## config.mk

```make
export PLATFORM = sky130hd
export DESIGN_NAME = pcfg_header
export DESIGN_NICKNAME = d
export VERILOG_FILES = /design/src/inc/pcfg_pkg.sv /design/src/hw/pcfg_status_flags.sv /design/src/hw/pcfg_header.sv
export SDC_FILE = /design/constraint.sdc
export NUM_CORES = 1
export LEC_CHECK = 0
export ABC_AREA = 1
export BUFFER_PORTS_ARGS = -buffer_cell sky130_fd_sc_hd__clkbuf_2
export CAP_MARGIN = 10
export CORE_MARGIN = 5
export CORE_UTILIZATION = 50
export CTS_BUF_LIST = sky130_fd_sc_hd__clkbuf_2
export CTS_CLUSTER_SIZE = 12
export DETAILED_ROUTE_END_ITERATION = 8
export GPL_ROUTABILITY_DRIVEN = 1
export PLACE_DENSITY = 0.93
export SYNTH_ARGS = -nofsm -noshare
export SYNTH_HDL_FRONTEND = slang
export SYNTH_SLANG_ARGS = --single-unit
```

## constraint.sdc

```tcl
create_clock -name sys_clk -period 4.9 [get_ports sys_clk]
set_input_delay 0.98 -clock sys_clk [delete_from_list [all_inputs] [get_ports sys_clk]]
set_output_delay 0.98 -clock sys_clk [all_outputs]
set_load 0.01 [all_outputs]
```

## src/inc/pcfg_pkg.sv

```systemverilog
package pcfg_pkg;

  // Word indices of the implemented header words
  localparam logic [5:0] PCFG_IDX_IDENT = 6'h00;
  localparam logic [5:0] PCFG_IDX_CMDSTAT = 6'h01;
  localparam logic [5:0] PCFG_IDX_CLASSREV = 6'h02;
  localparam logic [7:0] PCFG_OFS_CMDSTAT = 8'h04;

  // Command/status word after hardware reset
  localparam logic [31:0] PCFG_CMDSTAT_RESET = 32'h02900000;
  localparam logic [15:0] PCFG_CMD_RESET = 16'h0000;
  localparam logic [15:0] PCFG_CMD_WR_MASK = 16'h0147;

  // Command bit positions
  localparam int PCFG_CMD_IO_POS = 0;
  localparam int PCFG_CMD_MEM_POS = 1;
  localparam int PCFG_CMD_MASTER_POS = 2;
  localparam int PCFG_CMD_PARITY_POS = 6;
  localparam int PCFG_CMD_SERR_POS = 8;

  // Status bit positions in the whole word
  localparam int PCFG_ST_PARITY_SEEN_POS = 31;
  localparam int PCFG_ST_SERR_POS = 30;
  localparam int PCFG_ST_MABORT_POS = 29;
  localparam int PCFG_ST_TABORT_RX_POS = 28;
  localparam int PCFG_ST_TABORT_TX_POS = 27;
  localparam int PCFG_ST_SPEED_LSB = 25;
  localparam int PCFG_ST_MPAR_POS = 24;
  localparam int PCFG_ST_B2B_POS = 23;
  localparam int PCFG_ST_CAP_POS = 20;

  localparam logic [1:0] PCFG_SELECT_SPEED_MEDIUM = 2'h1;
  localparam logic PCFG_B2B_CAPABLE = 1'b1;
  localparam logic PCFG_CAP_RESET = 1'b1;

  // Class/revision constant fields
  localparam logic [7:0] PCFG_BASE_CLASS = 8'h02;
  localparam logic [7:0] PCFG_SUBCLASS = 8'h00;
  localparam logic [7:0] PCFG_PROG_IF = 8'h00;

  // Loaded identity fields before the serial loader finishes
  localparam logic [15:0] PCFG_ID_RESET = 16'h0000;
  localparam logic [7:0] PCFG_REV_RESET = 8'h00;

  localparam int PCFG_NFLAGS = 6;
  localparam logic [PCFG_NFLAGS-1:0] PCFG_FLAGS_RESET = 6'h00;

  // Sticky flag order inside the flag vector
  localparam int PCFG_F_MPAR = 0;
  localparam int PCFG_F_TABORT_TX = 1;
  localparam int PCFG_F_TABORT_RX = 2;
  localparam int PCFG_F_MABORT = 3;
  localparam int PCFG_F_SERR = 4;
  localparam int PCFG_F_PARITY_SEEN = 5;

  typedef struct packed {
    logic write;
    logic burst;
    logic [5:0] index;
    logic [3:0] be;
    logic [31:0] wdata;
  } pcfg_req_t;

  typedef struct packed {
    logic parity_error;
    logic address_parity_error;
    logic master_data_parity;
    logic master_abort;
    logic target_abort_rcvd;
    logic target_abort_sent;
  } pcfg_evt_t;

  typedef struct packed {
    logic [15:0] device_identifier;
    logic [15:0] vendor_identifier;
    logic [7:0] revision;
  } pcfg_ee_t;

  typedef struct packed {
    logic io_window_respond;
    logic memory_window_respond;
    logic master_capability_enable;
    logic parity_response_enable;
    logic system_fault_report_enable;
    logic isolated;
    logic [1:0] target_select_speed;
  } pcfg_ctl_t;

  function automatic logic [31:0] pcfg_be_mask(input logic [3:0] be);
    pcfg_be_mask = {{8{be[3]}}, {8{be[2]}}, {8{be[1]}}, {8{be[0]}}};
  endfunction : pcfg_be_mask

endpackage : pcfg_pkg

```

## src/hw/pcfg_status_flags.sv

```systemverilog
module pcfg_status_flags
  import pcfg_pkg::*;
(
  input wire logic sys_clk,
  input wire logic rst_n,
  input wire logic [PCFG_NFLAGS-1:0] set_flags,
  input wire logic [PCFG_NFLAGS-1:0] clear_flags,
  output logic [PCFG_NFLAGS-1:0] flags
);

  logic [PCFG_NFLAGS-1:0] flags_ff;
  logic [PCFG_NFLAGS-1:0] nxt_flags;

  // Set beats a clear landing in the same cycle
  always_comb begin
    nxt_flags = (flags_ff & ~clear_flags) | set_flags;
  end

  always_ff @(posedge sys_clk or negedge rst_n) begin
    if (!rst_n) begin
      flags_ff <= PCFG_FLAGS_RESET;
    end else begin
      flags_ff <= nxt_flags;
    end
  end

  assign flags = flags_ff;

endmodule : pcfg_status_flags

```

## src/hw/pcfg_header.sv

```systemverilog
// How it works
// - Identification upper half holds device identifier, loaded from serial memory after reset.
// - Identification lower half holds vendor identifier, loaded from serial memory after reset.
// - Command/status word reads its fixed reset value after hardware reset, except bit 20, which then takes the strap.
// - All-zero command isolates device from all but configuration access, no mastering.
// - Writing one clears a status bit; writing zero leaves it alone.
// - Bit 31 sets on any detected parity error, regardless of parity response.
// - Bit 30 sets whenever the device drives the system error pin.
// - Bit 29 sets when an own master transaction ends in master abort.
// - Bit 28 sets when a target aborts an own master transaction.
// - Bit 27 sets when the device as target ends with target abort.
// - Bits 26:25 read 01, medium select timing, given to target logic.
// - Bit 24 sets only on own master parity error with parity response on.
// - Bit 23 reads constant one, back-to-back capable.
// - Bit 20 follows power management strap sampled at hardware reset release.
// - System error on address parity error only when bits 8 and 6 set.
// - With bit 6 clear, parity errors do not change response behaviour.
// - Parity checking and generation stay on whatever bit 6 says.
// - Mastering allowed only while command bit 2 is set.
// - Memory claimed only with bit 1, I/O only with bit 0.
// - Reserved command/status positions always read zero.
// - Class word returns base class 02h, subclass 00h, interface zero.
// - Revision byte is read-only, loaded from serial memory after reset.
// - Software reset leaves all configuration words untouched.
// - Every byte enable combination honoured; only enabled bytes written.
// - Burst configuration access disconnected after its first data phase.
module pcfg_header
  import pcfg_pkg::*;
(
  input wire logic sys_clk,
  input wire logic resetn,
  input wire logic cfg_valid,
  input wire pcfg_req_t cfg_req,
  output logic cfg_ack,
  output logic cfg_disconnect,
  output logic [31:0] cfg_rdata,
  input wire logic ee_load_valid,
  input wire pcfg_ee_t ee_load_data,
  input wire logic power_mgmt_strap,
  input wire pcfg_evt_t bus_events,
  output pcfg_ctl_t control,
  output logic system_error_pin_o,
  output logic system_error_pin_oe_n,
  output logic [31:0] identification_word,
  output logic [31:0] command_status_word,
  output logic [31:0] class_revision_word
);

  // Reset release through two flops
  logic rst_meta_ff;
  logic rst_sync_ff;

  always_ff @(posedge sys_clk or negedge resetn) begin
    if (!resetn) begin
      rst_meta_ff <= 1'b0;
      rst_sync_ff <= 1'b0;
    end else begin
      rst_meta_ff <= 1'b1;
      rst_sync_ff <= rst_meta_ff;
    end
  end

  logic rst_n;
  assign rst_n = rst_sync_ff;

  // Strap capture at release; only hardware reset restarts it
  logic strap_taken_ff;
  logic nxt_strap_taken;
  logic cap_present_ff;
  logic nxt_cap_present;

  always_comb begin
    nxt_strap_taken = 1'b1;
    nxt_cap_present = cap_present_ff;
    if (!strap_taken_ff) begin
      nxt_cap_present = power_mgmt_strap;
    end
  end

  always_ff @(posedge sys_clk or negedge rst_n) begin
    if (!rst_n) begin
      strap_taken_ff <= 1'b0;
      cap_present_ff <= PCFG_CAP_RESET;
    end else begin
      strap_taken_ff <= nxt_strap_taken;
      cap_present_ff <= nxt_cap_present;
    end
  end

  // Identity fields from the serial loader
  logic [15:0] device_identifier_ff;
  logic [15:0] vendor_identifier_ff;
  logic [7:0] revision_ff;
  logic [15:0] nxt_device_identifier;
  logic [15:0] nxt_vendor_identifier;
  logic [7:0] nxt_revision;

  always_comb begin
    nxt_device_identifier = device_identifier_ff;
    nxt_vendor_identifier = vendor_identifier_ff;
    nxt_revision = revision_ff;
    if (ee_load_valid) begin
      nxt_device_identifier = ee_load_data.device_identifier;
      nxt_vendor_identifier = ee_load_data.vendor_identifier;
      nxt_revision = ee_load_data.revision;
    end
  end

  always_ff @(posedge sys_clk or negedge rst_n) begin
    if (!rst_n) begin
      device_identifier_ff <= PCFG_ID_RESET;
      vendor_identifier_ff <= PCFG_ID_RESET;
      revision_ff <= PCFG_REV_RESET;
    end else begin
      device_identifier_ff <= nxt_device_identifier;
      vendor_identifier_ff <= nxt_vendor_identifier;
      revision_ff <= nxt_revision;
    end
  end

  // Access handshake
  logic take;
  logic busy_ff;
  logic nxt_busy;
  logic ack_ff;
  logic nxt_ack;
  logic disc_ff;
  logic nxt_disc;
  logic [31:0] rdata_ff;
  logic [31:0] nxt_rdata;
  logic [31:0] wmask;
  logic wr_cmdstat;

  // At most one take every other cycle
  assign take = cfg_valid && !busy_ff;
  assign wmask = pcfg_be_mask(cfg_req.be);
  assign wr_cmdstat = take && cfg_req.write && (cfg_req.index == PCFG_IDX_CMDSTAT);

  // Old value outside the enabled writable lanes, new value inside
  function automatic logic [15:0] merge_lanes(
    input logic [15:0] old_value,
    input logic [15:0] new_value,
    input logic [15:0] lanes
  );
    merge_lanes = (old_value & ~lanes) | (new_value & lanes);
  endfunction : merge_lanes

  // Command half
  logic [15:0] cmd_ff;
  logic [15:0] nxt_cmd;

  always_comb begin
    nxt_cmd = cmd_ff;
    if (wr_cmdstat) begin
      // Read-only and reserved bits keep their value
      nxt_cmd = merge_lanes(cmd_ff, cfg_req.wdata[15:0], wmask[15:0] & PCFG_CMD_WR_MASK);
    end
  end

  always_ff @(posedge sys_clk or negedge rst_n) begin
    if (!rst_n) begin
      cmd_ff <= PCFG_CMD_RESET;
    end else begin
      cmd_ff <= nxt_cmd;
    end
  end

  logic par_resp;
  logic serr_en;
  assign par_resp = cmd_ff[PCFG_CMD_PARITY_POS];
  assign serr_en = cmd_ff[PCFG_CMD_SERR_POS];

  // System error drive, one cycle per address parity error while command bits 8 and 6 are set
  logic serr_drive_ff;
  logic nxt_serr_drive;

  always_comb begin
    nxt_serr_drive = bus_events.address_parity_error && serr_en && par_resp;
  end

  always_ff @(posedge sys_clk or negedge rst_n) begin
    if (!rst_n) begin
      serr_drive_ff <= 1'b0;
    end else begin
      serr_drive_ff <= nxt_serr_drive;
    end
  end

  // Open drain: the pin is only ever pulled low
  assign system_error_pin_o = 1'b0;
  assign system_error_pin_oe_n = !serr_drive_ff;

  // Sticky status events
  logic [PCFG_NFLAGS-1:0] set_flags;
  logic [PCFG_NFLAGS-1:0] clear_flags;
  logic [PCFG_NFLAGS-1:0] flags;
  logic [31:0] clr_word;

  assign clr_word = wr_cmdstat ? (cfg_req.wdata & wmask) : 32'h00000000;

  always_comb begin
    set_flags = '0;
    set_flags[PCFG_F_PARITY_SEEN] = bus_events.parity_error
                                  || bus_events.address_parity_error;
    set_flags[PCFG_F_SERR] = serr_drive_ff;
    set_flags[PCFG_F_MABORT] = bus_events.master_abort;
    set_flags[PCFG_F_TABORT_RX] = bus_events.target_abort_rcvd;
    set_flags[PCFG_F_TABORT_TX] = bus_events.target_abort_sent;
    set_flags[PCFG_F_MPAR] = bus_events.master_data_parity && par_resp;
    clear_flags = '0;
    clear_flags[PCFG_F_PARITY_SEEN] = clr_word[PCFG_ST_PARITY_SEEN_POS];
    clear_flags[PCFG_F_SERR] = clr_word[PCFG_ST_SERR_POS];
    clear_flags[PCFG_F_MABORT] = clr_word[PCFG_ST_MABORT_POS];
    clear_flags[PCFG_F_TABORT_RX] = clr_word[PCFG_ST_TABORT_RX_POS];
    clear_flags[PCFG_F_TABORT_TX] = clr_word[PCFG_ST_TABORT_TX_POS];
    clear_flags[PCFG_F_MPAR] = clr_word[PCFG_ST_MPAR_POS];
  end

  pcfg_status_flags u_flags (
    .sys_clk(sys_clk),
    .rst_n(rst_n),
    .set_flags(set_flags),
    .clear_flags(clear_flags),
    .flags(flags)
  );

  // Assembled words
  logic [31:0] cs_word;

  always_comb begin
    cs_word = 32'h00000000;
    cs_word[15:0] = cmd_ff;
    cs_word[PCFG_ST_PARITY_SEEN_POS] = flags[PCFG_F_PARITY_SEEN];
    cs_word[PCFG_ST_SERR_POS] = flags[PCFG_F_SERR];
    cs_word[PCFG_ST_MABORT_POS] = flags[PCFG_F_MABORT];
    cs_word[PCFG_ST_TABORT_RX_POS] = flags[PCFG_F_TABORT_RX];
    cs_word[PCFG_ST_TABORT_TX_POS] = flags[PCFG_F_TABORT_TX];
    cs_word[PCFG_ST_SPEED_LSB +: 2] = PCFG_SELECT_SPEED_MEDIUM;
    cs_word[PCFG_ST_MPAR_POS] = flags[PCFG_F_MPAR];
    cs_word[PCFG_ST_B2B_POS] = PCFG_B2B_CAPABLE;
    cs_word[PCFG_ST_CAP_POS] = cap_present_ff;
  end

  assign command_status_word = cs_word;
  assign identification_word = {device_identifier_ff, vendor_identifier_ff};
  assign class_revision_word = {PCFG_BASE_CLASS, PCFG_SUBCLASS, PCFG_PROG_IF, revision_ff};

  // Word selected by a read; unmapped indices read zero
  function automatic logic [31:0] pick_word(
    input logic [5:0] index,
    input logic [31:0] ident,
    input logic [31:0] cmdstat,
    input logic [31:0] classrev
  );
    case (index)
      PCFG_IDX_IDENT: pick_word = ident;
      PCFG_IDX_CMDSTAT: pick_word = cmdstat;
      PCFG_IDX_CLASSREV: pick_word = classrev;
      default: pick_word = 32'h00000000;
    endcase
  endfunction : pick_word

  // Read path and termination
  always_comb begin
    nxt_ack = take;
    nxt_busy = take;
    nxt_disc = take && cfg_req.burst;
    nxt_rdata = rdata_ff;
    if (take && !cfg_req.write) begin
      nxt_rdata = pick_word(cfg_req.index, identification_word, cs_word, class_revision_word) & wmask;
    end
  end

  always_ff @(posedge sys_clk or negedge rst_n) begin
    if (!rst_n) begin
      busy_ff <= 1'b0;
      ack_ff <= 1'b0;
      disc_ff <= 1'b0;
      rdata_ff <= 32'h00000000;
    end else begin
      busy_ff <= nxt_busy;
      ack_ff <= nxt_ack;
      disc_ff <= nxt_disc;
      rdata_ff <= nxt_rdata;
    end
  end

  assign cfg_ack = ack_ff;
  assign cfg_disconnect = disc_ff;
  assign cfg_rdata = rdata_ff;

  // Enables toward target and master logic
  always_comb begin
    control.io_window_respond = cmd_ff[PCFG_CMD_IO_POS];
    control.memory_window_respond = cmd_ff[PCFG_CMD_MEM_POS];
    control.master_capability_enable = cmd_ff[PCFG_CMD_MASTER_POS];
    control.parity_response_enable = par_resp;
    control.system_fault_report_enable = serr_en;
    control.isolated = (cmd_ff == PCFG_CMD_RESET);
    control.target_select_speed = PCFG_SELECT_SPEED_MEDIUM;
  end

endmodule : pcfg_header

```

# [Word level (Yosys, flattened, before mapping)]
# Index checks and enable logic that the tools add are counted.
[totals] wordCells=41 reg_bits=101 output_inout_bits=140 input_bits=95
[classes] muxes=3 n_reduce_logical=14 n_bitwise=9 n_eq_ne=2
[ops] op="32-bit case mux with 3 select lines" count=1
[ops] op="32-bit AND" count=2
[ops] op="32-bit two-way mux" count=2
[ops] op="16-bit AND" count=1
[ops] op="16-bit by 9-bit AND with 16-bit output" count=1
[ops] op="16-bit zero test" count=1
[ops] op="9-bit NOT with 16-bit output" count=1
[ops] op="16-bit bitwise OR" count=1
[ops] op="1-bit logical AND" count=8
[ops] op="6-bit AND" count=1
[ops] op="6-bit by 1-bit equality test with 1-bit output, second input constant" count=1
[ops] op="6-bit by 2-bit equality test with 1-bit output, second input constant" count=1
[ops] op="6-bit zero test" count=1
[ops] op="6-bit NOT" count=1
[ops] op="6-bit bitwise OR" count=1
[ops] op="1-bit zero test" count=3
[ops] op="1-bit logical OR" count=1

# [Logic depth before layout (Yosys ltp)]
# Gate-level depths: netlist (run 1).
[logic_depth] ltp_word=8 ltp_mapped=8

# [Hierarchy]
# A second synthesis (run 1) with hierarchy kept.
[unflattened] hier_cells=478 area_unflattened_um2=4242.8
[modules_own_cells] module="pcfg_header" cells_per_inst=448 seq_area_each_um2=2103.3 instances=1 area_per_inst_um2=4002.6
[modules_own_cells] module="pcfg_status_flags" cells_per_inst=30 seq_area_each_um2=150.1 instances=1 area_per_inst_um2=240.2

# [Least setup slack after synthesis (run 1)]
# Ideal clock, no wire load.
[synth_timing] path_kind="register -> output" startpoint="register (tool-made name)" endpoint="output port control[2] in the netlist's numbering" arrival_time_ns=0.928 n_path_buf=0 path_slack_ns=2.992 t_required_ns=3.920 stages_incl_launch_ff=3 path_cell_list="dfrtp_1 > nor3_1 > nor3b_1"
[synth_lines] item="end, declared" line="pcfg_header.sv:41" source="output pcfg_ctl_t control,"

==> results.tsv, run 1 <==
metric	value	unit
Worst setup EP type	output pin	
status	complete, no violations	
Area Overhead vs Synth	20.2	%
synth warn	0	
hold_buf cts	0	
Num Clock Sinks	90	
CTS H-tree lvls	3	
TritonRoute pass-1 iters	5	
final net count	715	
crit path time final	2550	ps
Place WS	2190	ps
most common cell after layout, fill and taps aside	clkbuf_2	
die height	102	um
mapped cell area	4250	um^2
IO buf count	166	
setup slack, reg-to-reg	3150	ps
Worst Tran Pin Value	687	ps
DR iter-0 viols	115	
TritonCTS clock tree	done	
post-synthesis sequential area ratio	53.0	%
Synth Instances	461	
post-layout util	61.8	%
Worst Path Required	3920	ps
Die X	102	um
startpoint types	flop	
clk buf depth	2	
vias in the first global route	3468	
Routability Congestion	0.792	
unrepaired setup endpoints after global routing	no	
core footprint	8260	um^2
IO Count	235	
average footprint of a synthesized cell	9.22	um^2
CP Data Arrival Time	1570	ps
first-pass GRT wire length	16.7	mm
Total Wirelength	10.6	mm
proportion of synthesized area in mux cells	3.71	%
critical path type	reg -> out	
initial antenna violation count	0	
CTS clk-pin slew, worst paths	250	ps
Setup Fix Bufs, Post-CTS	0	
Max FO, Critical Path	5	
# setup viols final	0	
Hold Violations, Final	0	
Fin Setup TNS	0	ps
simple-gate portion of the synthesized area	19.0	%
Slew Viols, Final	0	
Die Area	10400	um^2
half-perimeter wire length after placement	8.07	mm
antenna violation net count after detailed routing	0	
Resized cells post-CTS	0	
DRC viols	0	
worst vdd rail ir drop	0.149	mV
max-capacitance violation count	0	
synthesis-stage register bit count	90	
Post-Synth Adder-Cell Area	0	%
Yosys cell types	26	
Max-slew headroom	54.2	%
Lkg Pwr	2.85	nW
clock latency at the later pin of the worst-skew pair	530	ps
crit share post-route	52.1	%
P per Cell Area	292	nW/um^2
Compound-Gate Fraction of Synth Area	8.60	%
largest net degree at the start of global routing	89	
per-cell routed wire length	14.5	um
most frequent cells in the layout	177 x clkbuf_2, 121 x nand2_1, 88 x dfrtp_1	
vias	3482	
starting density of the core	51.5	%
Final Skew	35.3	ps
cell row count	33	
grt total ovfl	0	
vias per inst	4.77	
share of layout cells above drive strength 1	37.4	%
root buffer cell	clkbuf_2	
setup slack after layout	2350	ps
Inserted Clock Buffers	9	
n_diodes	0	
xor/xnor share of the synthesized area	0	%
Peak Freq	392	MHz
largest family of logic cells by synthesized area	simple AND/OR/NAND/NOR gates	
Hold Path Class	in -> async	
Tot GR Track Use	20.3	%
[synthesized netlist by cell type]
| cell | count | area share, % |
|---|---|---|
| buf_2 | 7 | 0.82 |
| buf_6 | 1 | 0.26 |
| conb_1 | 2 | 0.18 |
| clkbuf_1 | 5 | 0.44 |
| nand2_1 | 121 | 11 |
| nand2_4 | 1 | 0.26 |
| nor2_2 | 3 | 0.44 |
| o21ai_1 | 7 | 0.82 |
| o21ai_2 | 8 | 1.6 |
| mux2_2 | 14 | 3.7 |
| buf_8 | 1 | 0.35 |
| o21ai_0 | 52 | 6.1 |
| dfstp_2 | 1 | 0.62 |
| inv_1 | 44 | 3.9 |
| dfrtp_1 | 89 | 52 |
| buf_4 | 53 | 9.4 |
| nor3b_1 | 1 | 0.18 |
| nand3_2 | 3 | 0.71 |
| nor2_4 | 5 | 1.3 |
| nor2_1 | 8 | 0.71 |
| nand4_1 | 14 | 2.1 |
| nor2_8 | 1 | 0.47 |
| inv_2 | 4 | 0.35 |
| nor3_1 | 1 | 0.12 |
| nand3_1 | 5 | 0.59 |
| nand2_2 | 10 | 1.5 |
[final timing paths]
| check | startpoint | endpoint | depth (start not counted) |
|---|---|---|---|
| max in group asynchronous | rst_n | cap_present_ff | 1 |
| worst min-delay path | resetn | rst_n | 1 |
| worst max register to register | cfg_ack | cfg_rdata[16] | 7 |
| worst min register to register | rst_n | vendor_identifier_ff[14] | 0 |
| worst max-delay path | flop | control[2] | 3 |
| min in group sys_clk | rst_meta_ff | rst_n | 0 |
[cells by family after synthesis]
kind of cell / after synthesis
buffers and inverters: 115
muxes: 14
AOI/OAI and AO/OA: 67
and+or+nand+nor: 173
other: 2
DFF: 90
[worst max-delay path, cell delays in order (launching register included)]
cell      delay, ps
dfrtp_1         480
nor3_1          210
nor3b_1         200
clkbuf_2        160
[power breakdown]
group          switching, mW  total, mW  internal [mW]
combinational          0.128      0.206         0.0779
clock                  0.245      0.470          0.225
sequential            0.0331      0.817          0.784
[state kept, by name, summed over array words and instances, names as in the netlist, named ones only]
name,count
cfg_ack,1
rst_n,1
cfg_disconnect,1
rst_meta_ff,1
device_identifier_ff,16
cap_present_ff,1
strap_taken_ff,1
revision_ff,8
u_flags.flags,6
vendor_identifier_ff,16
cfg_rdata,32
serr_drive_ff,1
[area by class of cell]
cell class                      instances  area [um^2]
Inverter                               48          180
Fill cell                             713         3150
Multi-Input combinational cell        303         1520
Clock buffer                           11         55.1
Tap cell                              105          131
Clock inverter                          5          103
Timing Repair Buffer                  168          866
Sequential cell                        90         2260
[per-stage QoR]
step           hold WS (ps)  instance area (um^2)  total power [mW]  instances
2_1_floorplan           331                  4430             0.965        508
3_3_place_gp            338                  4920              1.02        713
3_5_place_dp            340                  4920              1.03        713
4_1_cts                 120                  5080              1.50        729
5_1_grt                 140                  5110              1.56        730
6_report                172                  5110              1.49        730
[metal layers]
layer,vias to the layer above,GRT usage [%],share of wire (%)
met1,1646,24.9,39
met3,16,3.75,7.5
li1,1680,-,-
met2,140,35.8,52
met5,-,0,0
met4,0,7.37,1.4
Note: power is estimated with default switching activity, not from simulation.
==> run 2, diff against run 1 <==
--- a/config.mk
+++ b/config.mk
@@ -5,16 +5,16 @@
 export SDC_FILE = /design/constraint.sdc
 export NUM_CORES = 1
 export LEC_CHECK = 0
-export ABC_AREA = 1
+export ABC_AREA = 0
 export BUFFER_PORTS_ARGS = -buffer_cell sky130_fd_sc_hd__clkbuf_2
 export CAP_MARGIN = 10
 export CORE_MARGIN = 5
-export CORE_UTILIZATION = 50
+export CORE_UTILIZATION = 46
 export CTS_BUF_LIST = sky130_fd_sc_hd__clkbuf_2
 export CTS_CLUSTER_SIZE = 12
 export DETAILED_ROUTE_END_ITERATION = 8
 export GPL_ROUTABILITY_DRIVEN = 1
-export PLACE_DENSITY = 0.93
+export PLACE_DENSITY = 0.87
 export SYNTH_ARGS = -nofsm -noshare
 export SYNTH_HDL_FRONTEND = slang
 export SYNTH_SLANG_ARGS = --single-unit
==> constraint.sdc (replaced) <==
create_clock -name sys_clk -period 2.5 [get_ports sys_clk]
set_input_delay 0.5 -clock sys_clk [delete_from_list [all_inputs] [get_ports sys_clk]]
set_output_delay 0.5 -clock sys_clk [all_outputs]
set_load 0.01 [all_outputs]
==> run 2 against run 1 <==
Net effect:
- combinational power up 110%
- cell area down 2.2%
- flip-flop and latch count unchanged
- sequential share of layout area up 1.0 points
- worst setup slack worse by 2100 ps
- critical path type unchanged
- critical endpoint unchanged
- highest routed layer unchanged
==> results.tsv, run 2 <==
metric	value	unit
status	complete, no violations	
mapped cell area	4140	um^2
core footprint	8760	um^2
Total Wirelength	10.3	mm
Resized cells post-CTS	0	
Die Area	11000	um^2
Final Total Pwr	2.69	mW
CTS H-tree lvls	3	
ys flop type	dfrtp_1	
cell taking the most area after synthesis	dfrtp_1	
DR iter-0 viols	110	
Inserted Clock Buffers	9	
crit path time final	2260	ps
CP Data Arrival Time	1760	ps
per-cell routed wire length	16.9	um
vias	3009	
half-perimeter wire length after placement	8.01	mm
Post-synth EDFFs	0	
root buffer cell	clkbuf_2	
fin area	4990	um^2
# setup viols final	0	
die height	105	um
Slew Viols, Final	0	
TritonRoute pass-1 iters	4	
average footprint of a synthesized cell	12.5	um^2
hold_buf cts	1	
share of layout cells above drive strength 1	48.0	%
post-synthesis sequential area ratio	54.4	%
Worst Tran Pin Value	544	ps
initial antenna violation count	0	
IO Count	235	
clock latency at the later pin of the worst-skew pair	520	ps
simple-gate portion of the synthesized area	9.25	%
Max FO, Critical Path	6	
max FFs per register	32	
Setup Fix Bufs, Post-CTS	0	
cell row count	34	
largest net degree at the start of global routing	50	
synthesis-stage register bit count	90	
grt total ovfl	0	
P per Cell Area	540	nW/um^2
crit share post-route	90.5	%
n_diodes	0	
Tot GR Track Use	18.4	%
Area Overhead vs Synth	20.6	%
CTS clk-pin slew, worst paths	270	ps
worst vdd rail ir drop	0.323	mV
TritonCTS clock tree	done	
Num Clock Sinks	90	
most frequent cells after synthesis	89 x dfrtp_1, 53 x buf_4, 43 x mux2_2, 19 x nand2_1, 15 x mux2i_1	
max-capacitance violation count	0	
first-pass GRT wire length	16.5	mm
Lkg Pwr	2.59	nW
largest family of logic cells by synthesized area	multiplexers	
FFs w/ async S/R, synth	100	%
Max-slew headroom	63.7	%
most frequent cells in the layout	175 x clkbuf_2, 88 x dfrtp_1, 49 x conb_1	
Hold Path Class	in -> reg	
Worst Path Required	2000	ps
DRC viols	0	
IO buf count	166	
startpoint types	flop	
Compound-Gate Fraction of Synth Area	8.28	%
dpl cell area	4890	um^2
Synth Instances	330	
starting density of the core	47.2	%
xor/xnor share of the synthesized area	0	%
ranking of synthesized cells by area	dfrtp_1 54%, mux2_2 12%, buf_4 9.6%, mux2i_1 3.6%, a31o_1 2.8%	
Post-Synth Adder-Cell Area	0	%
unrepaired setup endpoints after global routing	no	
Yosys cell types	39	
most frequent cell after synthesis	dfrtp_1	
Die X	105	um
Routability Congestion	0.800	
final net count	588	
vias per inst	4.97	
Fin Setup TNS	0	ps
synth warn	0	
critical path type	reg -> out	
clk buf depth	2	
vias in the first global route	3124	
Hold Violations, Final	0	
Peak Freq	442	MHz
top cell type's share of synthesized area	53.8	%
Final Skew	33.7	ps
most common cell after layout, fill and taps aside	clkbuf_2	
proportion of synthesized area in mux cells	16.4	%
antenna violation net count after detailed routing	0	
Worst setup EP type	output pin	
run 2: changes by cell type after synthesis, sizes merged, moves of 5 or more:
| cell | delta |
|---|---|
| nand2 | -113 |
| o21ai | -59 |
| inv | -47 |
| mux2 | +33 |
| nor2 | -16 |
| mux2i | +15 |
| and2 | +14 |
| a31o | +13 |
| o31ai | +11 |
| nand4 | -8 |
| nand3 | -5 |
run 2: layout make-up:
class,instances,area [um^2]
repair buffers,175,913
clock inverters,7,45.0
inverters,1,3.75
clock buffers,9,45.0
multi-input cells,216,1590
fillers,786,3770
flip-flops and latches,90,2260
well taps,108,135
run 2: worst max-delay path, stage by stage (launching register included):
cell and delay, ps:
dfrtp_1 500, or4_1 530, nor2_1 100, clkbuf_2 140
run 2: kinds of logic after synthesis:
| family | after synthesis |
|---|---|
| simple gates | 61 |
| other cells | 2 |
| compound gates | 44 |
| flops | 90 |
| mux | 62 |
| buf+inv | 71 |
run 2: worst paths after layout:
path / to / start / cells after the start / slack, ps
min in group asynchronous: rst_n / resetn / 2 / 270
max in group asynchronous: cap_present_ff / rst_n / 1 / 1440
min: u_flags.flags[3] / bus_events[2] / 2 / 120
min reg2reg: cfg_rdata[0] / rst_n / 0 / 310
max reg2reg: flop / cfg_ack / 3 / 680
max: control[2] / flop / 3 / 240
run 2: power by group:
part           switching [mW]  internal, mW
clock network           0.502         0.128
registers              0.0809          1.54
logic                   0.234         0.206
total                   0.817          1.88
run 2: stage by stage:
stage	hold slack, ps	setup slack (ps)	utilization (%)	std cells
4_1_cts	73.3	184	57.0	606
3_3_place_gp	289	552	55.8	589
6_report	125	238	57.0	606
5_1_grt	76.7	134	57.0	606
2_1_floorplan	204	827	-	377
3_5_place_dp	292	502	55.8	589
run 2: metal layers:
layer | global-route usage [%] | share of wire, %
met3 | 4.07 | 8.2
met4 | 7.03 | 2.3
met5 | 0 | 0
met1 | 22.2 | 38
met2 | 32.1 | 51
